`src/hw/dbt_pkg.sv`:
```
// Constants for the dual byte timer with PWM outputs
package dbt_pkg;
  // Register indices; byte address on the bus is four times the index
  localparam logic [15:0] IDX_TIMER_CONTROL     = 16'hFE18;
  localparam logic [15:0] IDX_PRESCALER_CONTROL = 16'hFE19;
  localparam logic [15:0] IDX_LOW_BYTE_COUNT    = 16'hFE1A;
  localparam logic [15:0] IDX_HIGH_BYTE_COUNT   = 16'hFE1B;
  localparam logic [15:0] IDX_LOW_MATCH_DATA    = 16'hFE1C;
  localparam logic [15:0] IDX_HIGH_MATCH_DATA   = 16'hFE1D;

  // Reset values
  localparam logic [7:0]  RST_TIMER_CONTROL     = 8'h00;
  localparam logic [7:0]  RST_PRESCALER_CONTROL = 8'h00;
  localparam logic [7:0]  RST_COUNT             = 8'h00;
  localparam logic [7:0]  RST_MATCH_DATA        = 8'h00;

  // timer_control fields
  localparam int BIT_HIGH_BYTE_RUN       = 7;
  localparam int BIT_LOW_BYTE_RUN        = 6;
  localparam int BIT_LENGTH_SELECT       = 5;
  localparam int BIT_OUTPUT_MODE_SELECT  = 4;
  localparam int BIT_HIGH_MATCH_FLAG     = 3;
  localparam int BIT_HIGH_IRQ_ENABLE     = 2;
  localparam int BIT_LOW_MATCH_FLAG      = 1;
  localparam int BIT_LOW_IRQ_ENABLE      = 0;

  // prescaler_control fields
  localparam int BIT_HIGH_PRESCALE_EN    = 7;
  localparam int POS_HIGH_PRESCALE_SEL   = 4;
  localparam int BIT_LOW_PRESCALE_EN     = 3;
  localparam int POS_LOW_PRESCALE_SEL    = 0;

  // Match data value that forces a running output low; count value at which a counter overflows
  localparam logic [7:0]  MATCH_DATA_FULL       = 8'hFF;
  localparam logic [7:0]  COUNT_TOP             = 8'hFF;

  // AHB-Lite encodings
  localparam logic [1:0]  HTRANS_NONSEQ         = 2'h2;
  localparam logic [1:0]  HTRANS_SEQ            = 2'h3;
  localparam logic        HRESP_OKAY            = 1'b0;
endpackage

```
`src/hw/dbt_timer.sv`:
```
// Dual byte timer with toggle and PWM outputs, AHB-Lite register slave
//
// Overview of operation
// - High run bit 0 holds high counter at 0, buffer follows high match data.
// - Low run bit 0 holds low counter at 0, buffer follows low match data.
// - Length select 0: two 8-bit timers; 1: high advances once per low period.
// - Each byte raises its own match when count equals its buffer, in all modes.
// - Modes 0,2 toggle both; mode 1 PWM both; mode 3 high toggle, low PWM.
// - High match flag set when running high counter reaches 0, cleared by software.
// - Interrupt request while high enable and high match flag are both 1.
// - Low match flag set when running low counter reaches 0, cleared by software.
// - Interrupt request while low enable and low match flag are both 1, shared.
// - Prescaler writes while running take effect only at match buffer reload.
// - High prescale count is 1 when disabled, else two to the select plus one.
// - Low prescale count is 1 when disabled, else two to the select plus one.
// - Low counter is read-only, counts up once per low prescaler pulse.
// - High counter is read-only, counts up once per high prescaler pulse.
// - Low match data feeds an 8-bit buffer compared with the low count.
// - High match data feeds an 8-bit buffer compared with the high count.
// - Running low buffer reloads from low match data only when low count reaches 0.
// - Running high buffer reloads from high match data only when high count reaches 0.
// - Low counter clears on match in modes 0 and 2, and when stopped.
// - High counter clears on match in modes 0, 2 and 3, and when stopped.
// - PWM output low on overflow, high on match; toggle output inverts on match.
// - Output high while stopped; low while running with match data FFH.
`timescale 1ns/1ps
`default_nettype none
module dbt_timer
  import dbt_pkg::*;
(
  input  wire logic        clk_i,
  input  wire logic        rst_i,
  input  wire logic        hsel_i,
  input  wire logic [31:0] haddr_i,
  input  wire logic [1:0]  htrans_i,
  input  wire logic        hwrite_i,
  input  wire logic [2:0]  hsize_i,
  input  wire logic [31:0] hwdata_i,
  input  wire logic        hready_i,
  output logic             hreadyout_o,
  output logic             hresp_o,
  output logic [31:0]      hrdata_o,
  output logic             irq_request_o,
  output logic             low_waveform_out_o,
  output logic             high_waveform_out_o
);

  // Last prescaler count value for the given enable and select
  function automatic logic [7:0] pre_last(input logic en, input logic [2:0] sel);
    logic [8:0] cnt;
    cnt = 9'h002 << sel;
    pre_last = en ? 8'(cnt - 9'h001) : 8'h00;
  endfunction

  // Register index of a word address, all-ones when not aligned or out of range
  function automatic logic [15:0] word_index(input logic [31:0] addr);
    word_index = (addr[1:0] == 2'h0 && addr[31:18] == 14'h0000) ? addr[17:2] : 16'hFFFF;
  endfunction

  logic [7:0]  timer_control;
  logic [7:0]  prescaler_control;
  logic [7:0]  low_byte_match_data;
  logic [7:0]  high_byte_match_data;
  logic [7:0]  low_byte_count;
  logic [7:0]  high_byte_count;
  logic [7:0]  low_buf;
  logic [7:0]  high_buf;
  logic [3:0]  low_pre_act;
  logic [3:0]  high_pre_act;
  logic [7:0]  low_pcnt;
  logic [7:0]  high_pcnt;
  logic        half_tick;
  logic        wr_pend;
  logic [15:0] wr_idx;

  logic        high_byte_run;
  logic        low_byte_run;
  logic        length_select;
  logic        output_mode_select;
  logic        low_base;
  logic        high_base;
  logic        low_tick;
  logic        high_tick;
  logic        low_match;
  logic        high_match;
  logic        low_ovf;
  logic        high_ovf;
  logic        low_clr_on_match;
  logic        high_clr_on_match;
  logic [7:0]  next_low_count;
  logic [7:0]  next_high_count;
  logic        low_zero;
  logic        high_zero;
  logic        low_pwm;
  logic        high_pwm;
  logic        addr_phase;
  logic [15:0] addr_idx;
  logic [7:0]  rd_byte;

  assign high_byte_run      = timer_control[BIT_HIGH_BYTE_RUN];
  assign low_byte_run       = timer_control[BIT_LOW_BYTE_RUN];
  assign length_select      = timer_control[BIT_LENGTH_SELECT];
  assign output_mode_select = timer_control[BIT_OUTPUT_MODE_SELECT];

  // Output styles per mode
  assign low_pwm  = output_mode_select;
  assign high_pwm = output_mode_select && !length_select;

  // Prescaler input clocks: 2 cycles in toggle modes, 1 cycle in PWM modes, low match or overflow for cascaded high in modes 2 and 3
  assign low_base = output_mode_select ? 1'b1 : half_tick;
  always_comb begin
    case ({length_select, output_mode_select})
      2'b00:   high_base = half_tick;
      2'b01:   high_base = 1'b1;
      2'b10:   high_base = low_match;
      default: high_base = low_ovf;
    endcase
  end

  assign low_tick  = low_byte_run && low_base &&
                     (low_pcnt == pre_last(low_pre_act[3], low_pre_act[2:0]));
  assign high_tick = high_byte_run && high_base &&
                     (high_pcnt == pre_last(high_pre_act[3], high_pre_act[2:0]));

  assign low_match  = low_tick && (low_byte_count == low_buf);
  assign high_match = high_tick && (high_byte_count == high_buf);
  assign low_ovf    = low_tick && (low_byte_count == COUNT_TOP);
  assign high_ovf   = high_tick && (high_byte_count == COUNT_TOP);

  assign low_clr_on_match  = !output_mode_select;
  assign high_clr_on_match = !output_mode_select || length_select;

  assign next_low_count  = (low_match && low_clr_on_match) ? 8'h00
                         : 8'(low_byte_count + 8'h01);
  assign next_high_count = (high_match && high_clr_on_match) ? 8'h00
                         : 8'(high_byte_count + 8'h01);
  assign low_zero  = low_tick && (next_low_count == 8'h00);
  assign high_zero = high_tick && (next_high_count == 8'h00);

  // Two-cycle base tick
  always_ff @(posedge clk_i or posedge rst_i) begin
    if (rst_i) begin
      half_tick <= 1'b0;
    end else begin
      half_tick <= !half_tick;
    end
  end

  // Prescalers, cleared while stopped
  always_ff @(posedge clk_i or posedge rst_i) begin
    if (rst_i) begin
      low_pcnt  <= 8'h00;
      high_pcnt <= 8'h00;
    end else begin
      if (!low_byte_run || low_tick) begin
        low_pcnt <= 8'h00;
      end else if (low_base) begin
        low_pcnt <= 8'(low_pcnt + 8'h01);
      end
      if (!high_byte_run || high_tick) begin
        high_pcnt <= 8'h00;
      end else if (high_base) begin
        high_pcnt <= 8'(high_pcnt + 8'h01);
      end
    end
  end

  // Active prescale settings follow the register only when stopped or on reload
  always_ff @(posedge clk_i or posedge rst_i) begin
    if (rst_i) begin
      low_pre_act  <= 4'h0;
      high_pre_act <= 4'h0;
    end else begin
      if (!low_byte_run || low_zero) begin
        low_pre_act <= prescaler_control[BIT_LOW_PRESCALE_EN:POS_LOW_PRESCALE_SEL];
      end
      if (!high_byte_run || high_zero) begin
        high_pre_act <= prescaler_control[BIT_HIGH_PRESCALE_EN:POS_HIGH_PRESCALE_SEL];
      end
    end
  end

  // Byte counters; bus writes never reach them
  always_ff @(posedge clk_i or posedge rst_i) begin
    if (rst_i) begin
      low_byte_count  <= RST_COUNT;
      high_byte_count <= RST_COUNT;
    end else begin
      if (!low_byte_run) begin
        low_byte_count <= 8'h00;
      end else if (low_tick) begin
        low_byte_count <= next_low_count;
      end
      if (!high_byte_run) begin
        high_byte_count <= 8'h00;
      end else if (high_tick) begin
        high_byte_count <= next_high_count;
      end
    end
  end

  // Match buffers
  always_ff @(posedge clk_i or posedge rst_i) begin
    if (rst_i) begin
      low_buf  <= RST_MATCH_DATA;
      high_buf <= RST_MATCH_DATA;
    end else begin
      if (!low_byte_run || low_zero) begin
        low_buf <= low_byte_match_data;
      end
      if (!high_byte_run || high_zero) begin
        high_buf <= high_byte_match_data;
      end
    end
  end

  // Waveform outputs
  always_ff @(posedge clk_i or posedge rst_i) begin
    if (rst_i) begin
      low_waveform_out_o  <= 1'b1;
      high_waveform_out_o <= 1'b1;
    end else begin
      if (!low_byte_run) begin
        low_waveform_out_o <= 1'b1;
      end else if (low_byte_match_data == MATCH_DATA_FULL) begin
        low_waveform_out_o <= 1'b0;
      end else if (low_pwm) begin
        if (low_match) begin
          low_waveform_out_o <= 1'b1;
        end else if (low_ovf) begin
          low_waveform_out_o <= 1'b0;
        end
      end else if (low_match) begin
        low_waveform_out_o <= !low_waveform_out_o;
      end
      if (!high_byte_run) begin
        high_waveform_out_o <= 1'b1;
      end else if (high_byte_match_data == MATCH_DATA_FULL) begin
        high_waveform_out_o <= 1'b0;
      end else if (high_pwm) begin
        if (high_match) begin
          high_waveform_out_o <= 1'b1;
        end else if (high_ovf) begin
          high_waveform_out_o <= 1'b0;
        end
      end else if (high_match) begin
        high_waveform_out_o <= !high_waveform_out_o;
      end
    end
  end

  // Interrupt request, shared by both bytes
  always_ff @(posedge clk_i or posedge rst_i) begin
    if (rst_i) begin
      irq_request_o <= 1'b0;
    end else begin
      irq_request_o <= (timer_control[BIT_HIGH_IRQ_ENABLE] &&
                        timer_control[BIT_HIGH_MATCH_FLAG]) ||
                       (timer_control[BIT_LOW_IRQ_ENABLE] &&
                        timer_control[BIT_LOW_MATCH_FLAG]);
    end
  end

  // AHB-Lite address phase
  assign addr_phase = hsel_i && hready_i &&
                      (htrans_i == HTRANS_NONSEQ || htrans_i == HTRANS_SEQ);
  assign addr_idx   = word_index(haddr_i);

  always_ff @(posedge clk_i or posedge rst_i) begin
    if (rst_i) begin
      wr_pend <= 1'b0;
      wr_idx  <= 16'h0000;
    end else if (hready_i) begin
      wr_pend <= addr_phase && hwrite_i;
      wr_idx  <= addr_idx;
    end
  end

  // Software registers; hardware flag set wins over a clearing write
  always_ff @(posedge clk_i or posedge rst_i) begin
    if (rst_i) begin
      timer_control <= RST_TIMER_CONTROL;
    end else begin
      if (wr_pend && wr_idx == IDX_TIMER_CONTROL) begin
        timer_control <= hwdata_i[7:0];
      end
      if (high_zero) begin
        timer_control[BIT_HIGH_MATCH_FLAG] <= 1'b1;
      end
      if (low_zero) begin
        timer_control[BIT_LOW_MATCH_FLAG] <= 1'b1;
      end
    end
  end

  always_ff @(posedge clk_i or posedge rst_i) begin
    if (rst_i) begin
      prescaler_control    <= RST_PRESCALER_CONTROL;
      low_byte_match_data  <= RST_MATCH_DATA;
      high_byte_match_data <= RST_MATCH_DATA;
    end else if (wr_pend) begin
      if (wr_idx == IDX_PRESCALER_CONTROL) begin
        prescaler_control <= hwdata_i[7:0];
      end else if (wr_idx == IDX_LOW_MATCH_DATA) begin
        low_byte_match_data <= hwdata_i[7:0];
      end else if (wr_idx == IDX_HIGH_MATCH_DATA) begin
        high_byte_match_data <= hwdata_i[7:0];
      end
    end
  end

  // Read mux; unmapped addresses read zero
  always_comb begin
    if (addr_idx == IDX_TIMER_CONTROL) begin
      rd_byte = timer_control;
    end else if (addr_idx == IDX_PRESCALER_CONTROL) begin
      rd_byte = prescaler_control;
    end else if (addr_idx == IDX_LOW_BYTE_COUNT) begin
      rd_byte = low_byte_count;
    end else if (addr_idx == IDX_HIGH_BYTE_COUNT) begin
      rd_byte = high_byte_count;
    end else if (addr_idx == IDX_LOW_MATCH_DATA) begin
      rd_byte = low_byte_match_data;
    end else if (addr_idx == IDX_HIGH_MATCH_DATA) begin
      rd_byte = high_byte_match_data;
    end else begin
      rd_byte = 8'h00;
    end
  end

  // Zero wait states, always OKAY; read data captured at the address phase
  always_ff @(posedge clk_i or posedge rst_i) begin
    if (rst_i) begin
      hreadyout_o <= 1'b1;
      hresp_o     <= HRESP_OKAY;
      hrdata_o    <= 32'h0000_0000;
    end else begin
      hreadyout_o <= 1'b1;
      hresp_o     <= HRESP_OKAY;
      if (addr_phase && !hwrite_i) begin
        hrdata_o <= {24'h00_0000, rd_byte};
      end
    end
  end
endmodule
`default_nettype wire

```
`config.mk`:
```
export PLATFORM = sky130hd
export DESIGN_NAME = dbt_timer
export DESIGN_NICKNAME = d
export VERILOG_FILES = /design/src/hw/dbt_pkg.sv /design/src/hw/dbt_timer.sv
export SDC_FILE = /design/constraint.sdc
export NUM_CORES = 1
export LEC_CHECK = 0
export ABC_AREA = 1
export BUFFER_PORTS_ARGS = -buffer_cell sky130_fd_sc_hd__buf_4
export CORE_MARGIN = 2
export CORE_UTILIZATION = 54
export CTS_CLUSTER_DIAMETER = 50
export DETAILED_ROUTE_END_ITERATION = 7
export HOLD_SLACK_MARGIN = 0.02
export PLACE_DENSITY = 0.77
export SETUP_SLACK_MARGIN = 0.5
export SYNTH_ARGS = -nofsm -noshare
export SYNTH_HDL_FRONTEND = slang
export SYNTH_SLANG_ARGS = --single-unit
```
`constraint.sdc`:
```
create_clock -name clk_i -period 4.8 [get_ports clk_i]
set_clock_uncertainty 0.15 [all_clocks]
set_input_delay 0.24 -clock clk_i [delete_from_list [all_inputs] [get_ports clk_i]]
set_output_delay 0.24 -clock clk_i [all_outputs]
set_load 0.01 [all_outputs]
```
==> run metrics <==
outcome=completed; slew margin rel.=0.3548; WP data arrival=between 3 and 4 ns; synth cell count leaders=nand2_1 (231), dfrtp_1 (115), inv_1 (101), nand3_1 (89), nor2_1 (69); clock network power share=0.394; # rows=40; initial antenna violation count=1; drt first pass iters=5; Syn Inst Count=896; Iter 0 DRT Violations=530; max cap viols=0; CP Max Fanout=20; Max Root-Sink Buffers=2; setup TNS=0 ns; # nets final=approximately 1100; Setup Crit Path Kind=reg -> reg; WHS=0.02081 ns; flops & latches, synth=around 120; post-route cell area=between 7000 and 8000 µm²; mapped cell area=6771 µm²; Crit. End Element=flop; Final Hold Viols=0; Starting Density=0.5591; post-synthesis async set-or-reset flop share=1.000; sequential fraction of the synthesis area=0.4327; Die Span Y=about 120 µm; GRT overflow=0; Reg power frac=0.392; Place WS=between 1 and 1.5 ns; max FFs per register=16; Routed WL=around 17 mm; vias in the first global route=roughly 5800; CTS root buf=clkbuf_16; ranking of synthesized cells by area=dfrtp_1 (42%), nand2_1 (13%), nand3_1 (6.6%), inv_1 (5.6%), o21ai_0 (5.0%); Comb power frac=0.214; CP Data Required Time=approximately 5.0 ns; RSZ-0062 raised after global routing=no; setup ws final=between 1 and 1.5 ns; syn avg cell area=approximately 7.6 µm²; residual DRC count=0; DRT antenna net count=0; Sw Ratio=0.3087; final setup violation count=0; first-pass GRT wire length=~28 mm; total power draw=approximately 0.0031 W; Worst Tran Pin Value=a little under 1 ns; DR vias=approximately 6300; Net Switching=0.0009523 W; PD cells=between 300 and 400 nW/µm²; Die W=approximately 120 µm; Clock Pin Slew Worst Setup and Hold Paths=roughly 0.05 ns; clock tree from TritonCTS=done; Synth top area share=0.4250; gr usage total=0.2670; Internal=0.002132 W; distinct cell type count after synthesis=46; PortBufs=56; count of final max-slew check failures=0; dpl cell area=between 7000 and 8000 µm²; IO Pins=111; pin count of the biggest net entering global routing=between 70 and 80; DPL Wire Length=between 10 and 15 mm; area leader, netlist=dfrtp_1; Tmin final=roughly 3.5 ns; area growth from synthesis to layout=17.87%; Post-synth EDFFs=0; most flop-heavy register=wr_idx; ant diodes=0; Warnings, synthesis=0; Min-Delay Path Class=in -> reg; H-tree depth reported by CTS=4; Startpoint Class=flop; P_leak=3.981 nW; Die ar.=between 10000 and 15000 µm²; wire per inst=between 10 and 15 µm; Final GP Congestion=around 0.9; top-count cell post-synth=nand2_1; # resized after CTS=0; clk_lat worst skew=around 0.42 ns; # clock sinks=117; Core Box Area=12110 µm²; Setup Buffers After CTS=0; share of layout cells above drive strength 1=0.1282; VDD IR max=about 0.37 mV; Fmax=between 200 and 300 MHz; vias per cell=about 5.4; CTS buffer count=17; period utilization=0.7199; top_reg_cell synth=dfrtp_1
-- per-layer routing --
layer / global-route usage / vias to the layer above / share of wire
li1: - / 3030 / -
met1: 0.3519 / 2937 / 0.44
met2: 0.4242 / 238 / 0.47
met3: 0.07113 / 49 / 0.065
met4: 0.1040 / 2 / 0.031
met5: 0 / - / 0.00042
-- stage by stage --
step | utilization | cells
5_1_grt | 0.6590 | 1151
3_3_place_gp | 0.5924 | 1097
4_1_cts | 0.6590 | 1151
3_5_place_dp | 0.5924 | 1097
6_report | 0.6590 | 1151
2_1_floorplan | - | 920
-- worst paths after layout --
path	start	to	slack, ns	depth (start not counted)
setup / recovery	low_pre_act[1]	low_pre_act[0]	1.34	20
hold / removal	htrans_i[1]	wr_pend	0.02	3
setup reg to reg	low_pre_act[1]	low_pre_act[0]	1.34	20
hold reg to reg	half_tick	half_tick	0.29	1
max in group asynchronous	rst_i	high_buf[6]	2.95	4
min in group asynchronous	rst_i	high_byte_count[7]	0.45	3
-- kinds of logic after synthesis --
kind of cell	share of synthesized area
other cells	0.001109
simple gates	0.3206
fa+ha+maj	0.01109
flops	0.4327
compound gates	0.09867
buf+inv	0.1099
xor+xnor	0.02587
-- critical path, stage by stage, from the launching register on --
cell and delay (ns):
dfrtp_1 0.48, nor2_2 0.19, nand2_1 0.11, ha_1 0.32, inv_1 0.07, nand2_1 0.05, nand2_1 0.07, nand2_1 0.04
nor2_1 0.12, nand4_2 0.13, nor2_4 0.20, nand2_4 0.13, nor2_4 0.13, nand2_4 0.10, nand3_1 0.12, nand2_1 0.08
nor2_2 0.10, nand4_2 0.19, nand2_2 0.38, nand2_1 0.10, o21ai_1 0.09
-- power groups by stage --
stage | sequential, W | combinational, W | clock, W
after floorplan | 0.00117 | 0.000552 | 0
after global placement | 0.00122 | 0.000617 | 0
after detailed placement | 0.00122 | 0.000636 | 0
after CTS | 0.00121 | 0.000656 | 0.00123
after global routing | 0.00122 | 0.000753 | 0.00128
final | 0.00121 | 0.000659 | 0.00122
-- final cells by class --
| class | count | area, µm² |
|---|---|---|
| repair buffers | 83 | 685.7 |
| inverters | 109 | 411.6 |
| well taps | 168 | 210.2 |
| clock inverters | 5 | 75.07 |
| fillers | 1072 | 4130 |
| clock buffers | 24 | 481.7 |
| multi-input cells | 645 | 3187 |
| flip-flops and latches | 117 | 2930 |
-- placed cells by master, fill, tap and decap left out, types with 25 or more instances in the layout --
| cell | Yosys | final |
|---|---|---|
| nor2_1 | 69 | 69 |
| nand2_1 | 231 | 231 |
| dfrtp_1 | 115 | 115 |
| o21ai_0 | 67 | 67 |
| nand3_1 | 89 | 89 |
| conb_1 | 2 | 26 |
| nand4_1 | 26 | 26 |
| buf_4 | 29 | 58 |
| dlygate4sd3_1 | 0 | 25 |
| inv_1 | 101 | 100 |
-- timing repair --
| item | CTS | global route |
|---|---|---|
| setup endpoints to repair | 0 | 0 |
| hold endpoints to repair | 97 | 0 |
| hold buffers | 25 | 0 |
(Power assumes the default switching activity.)
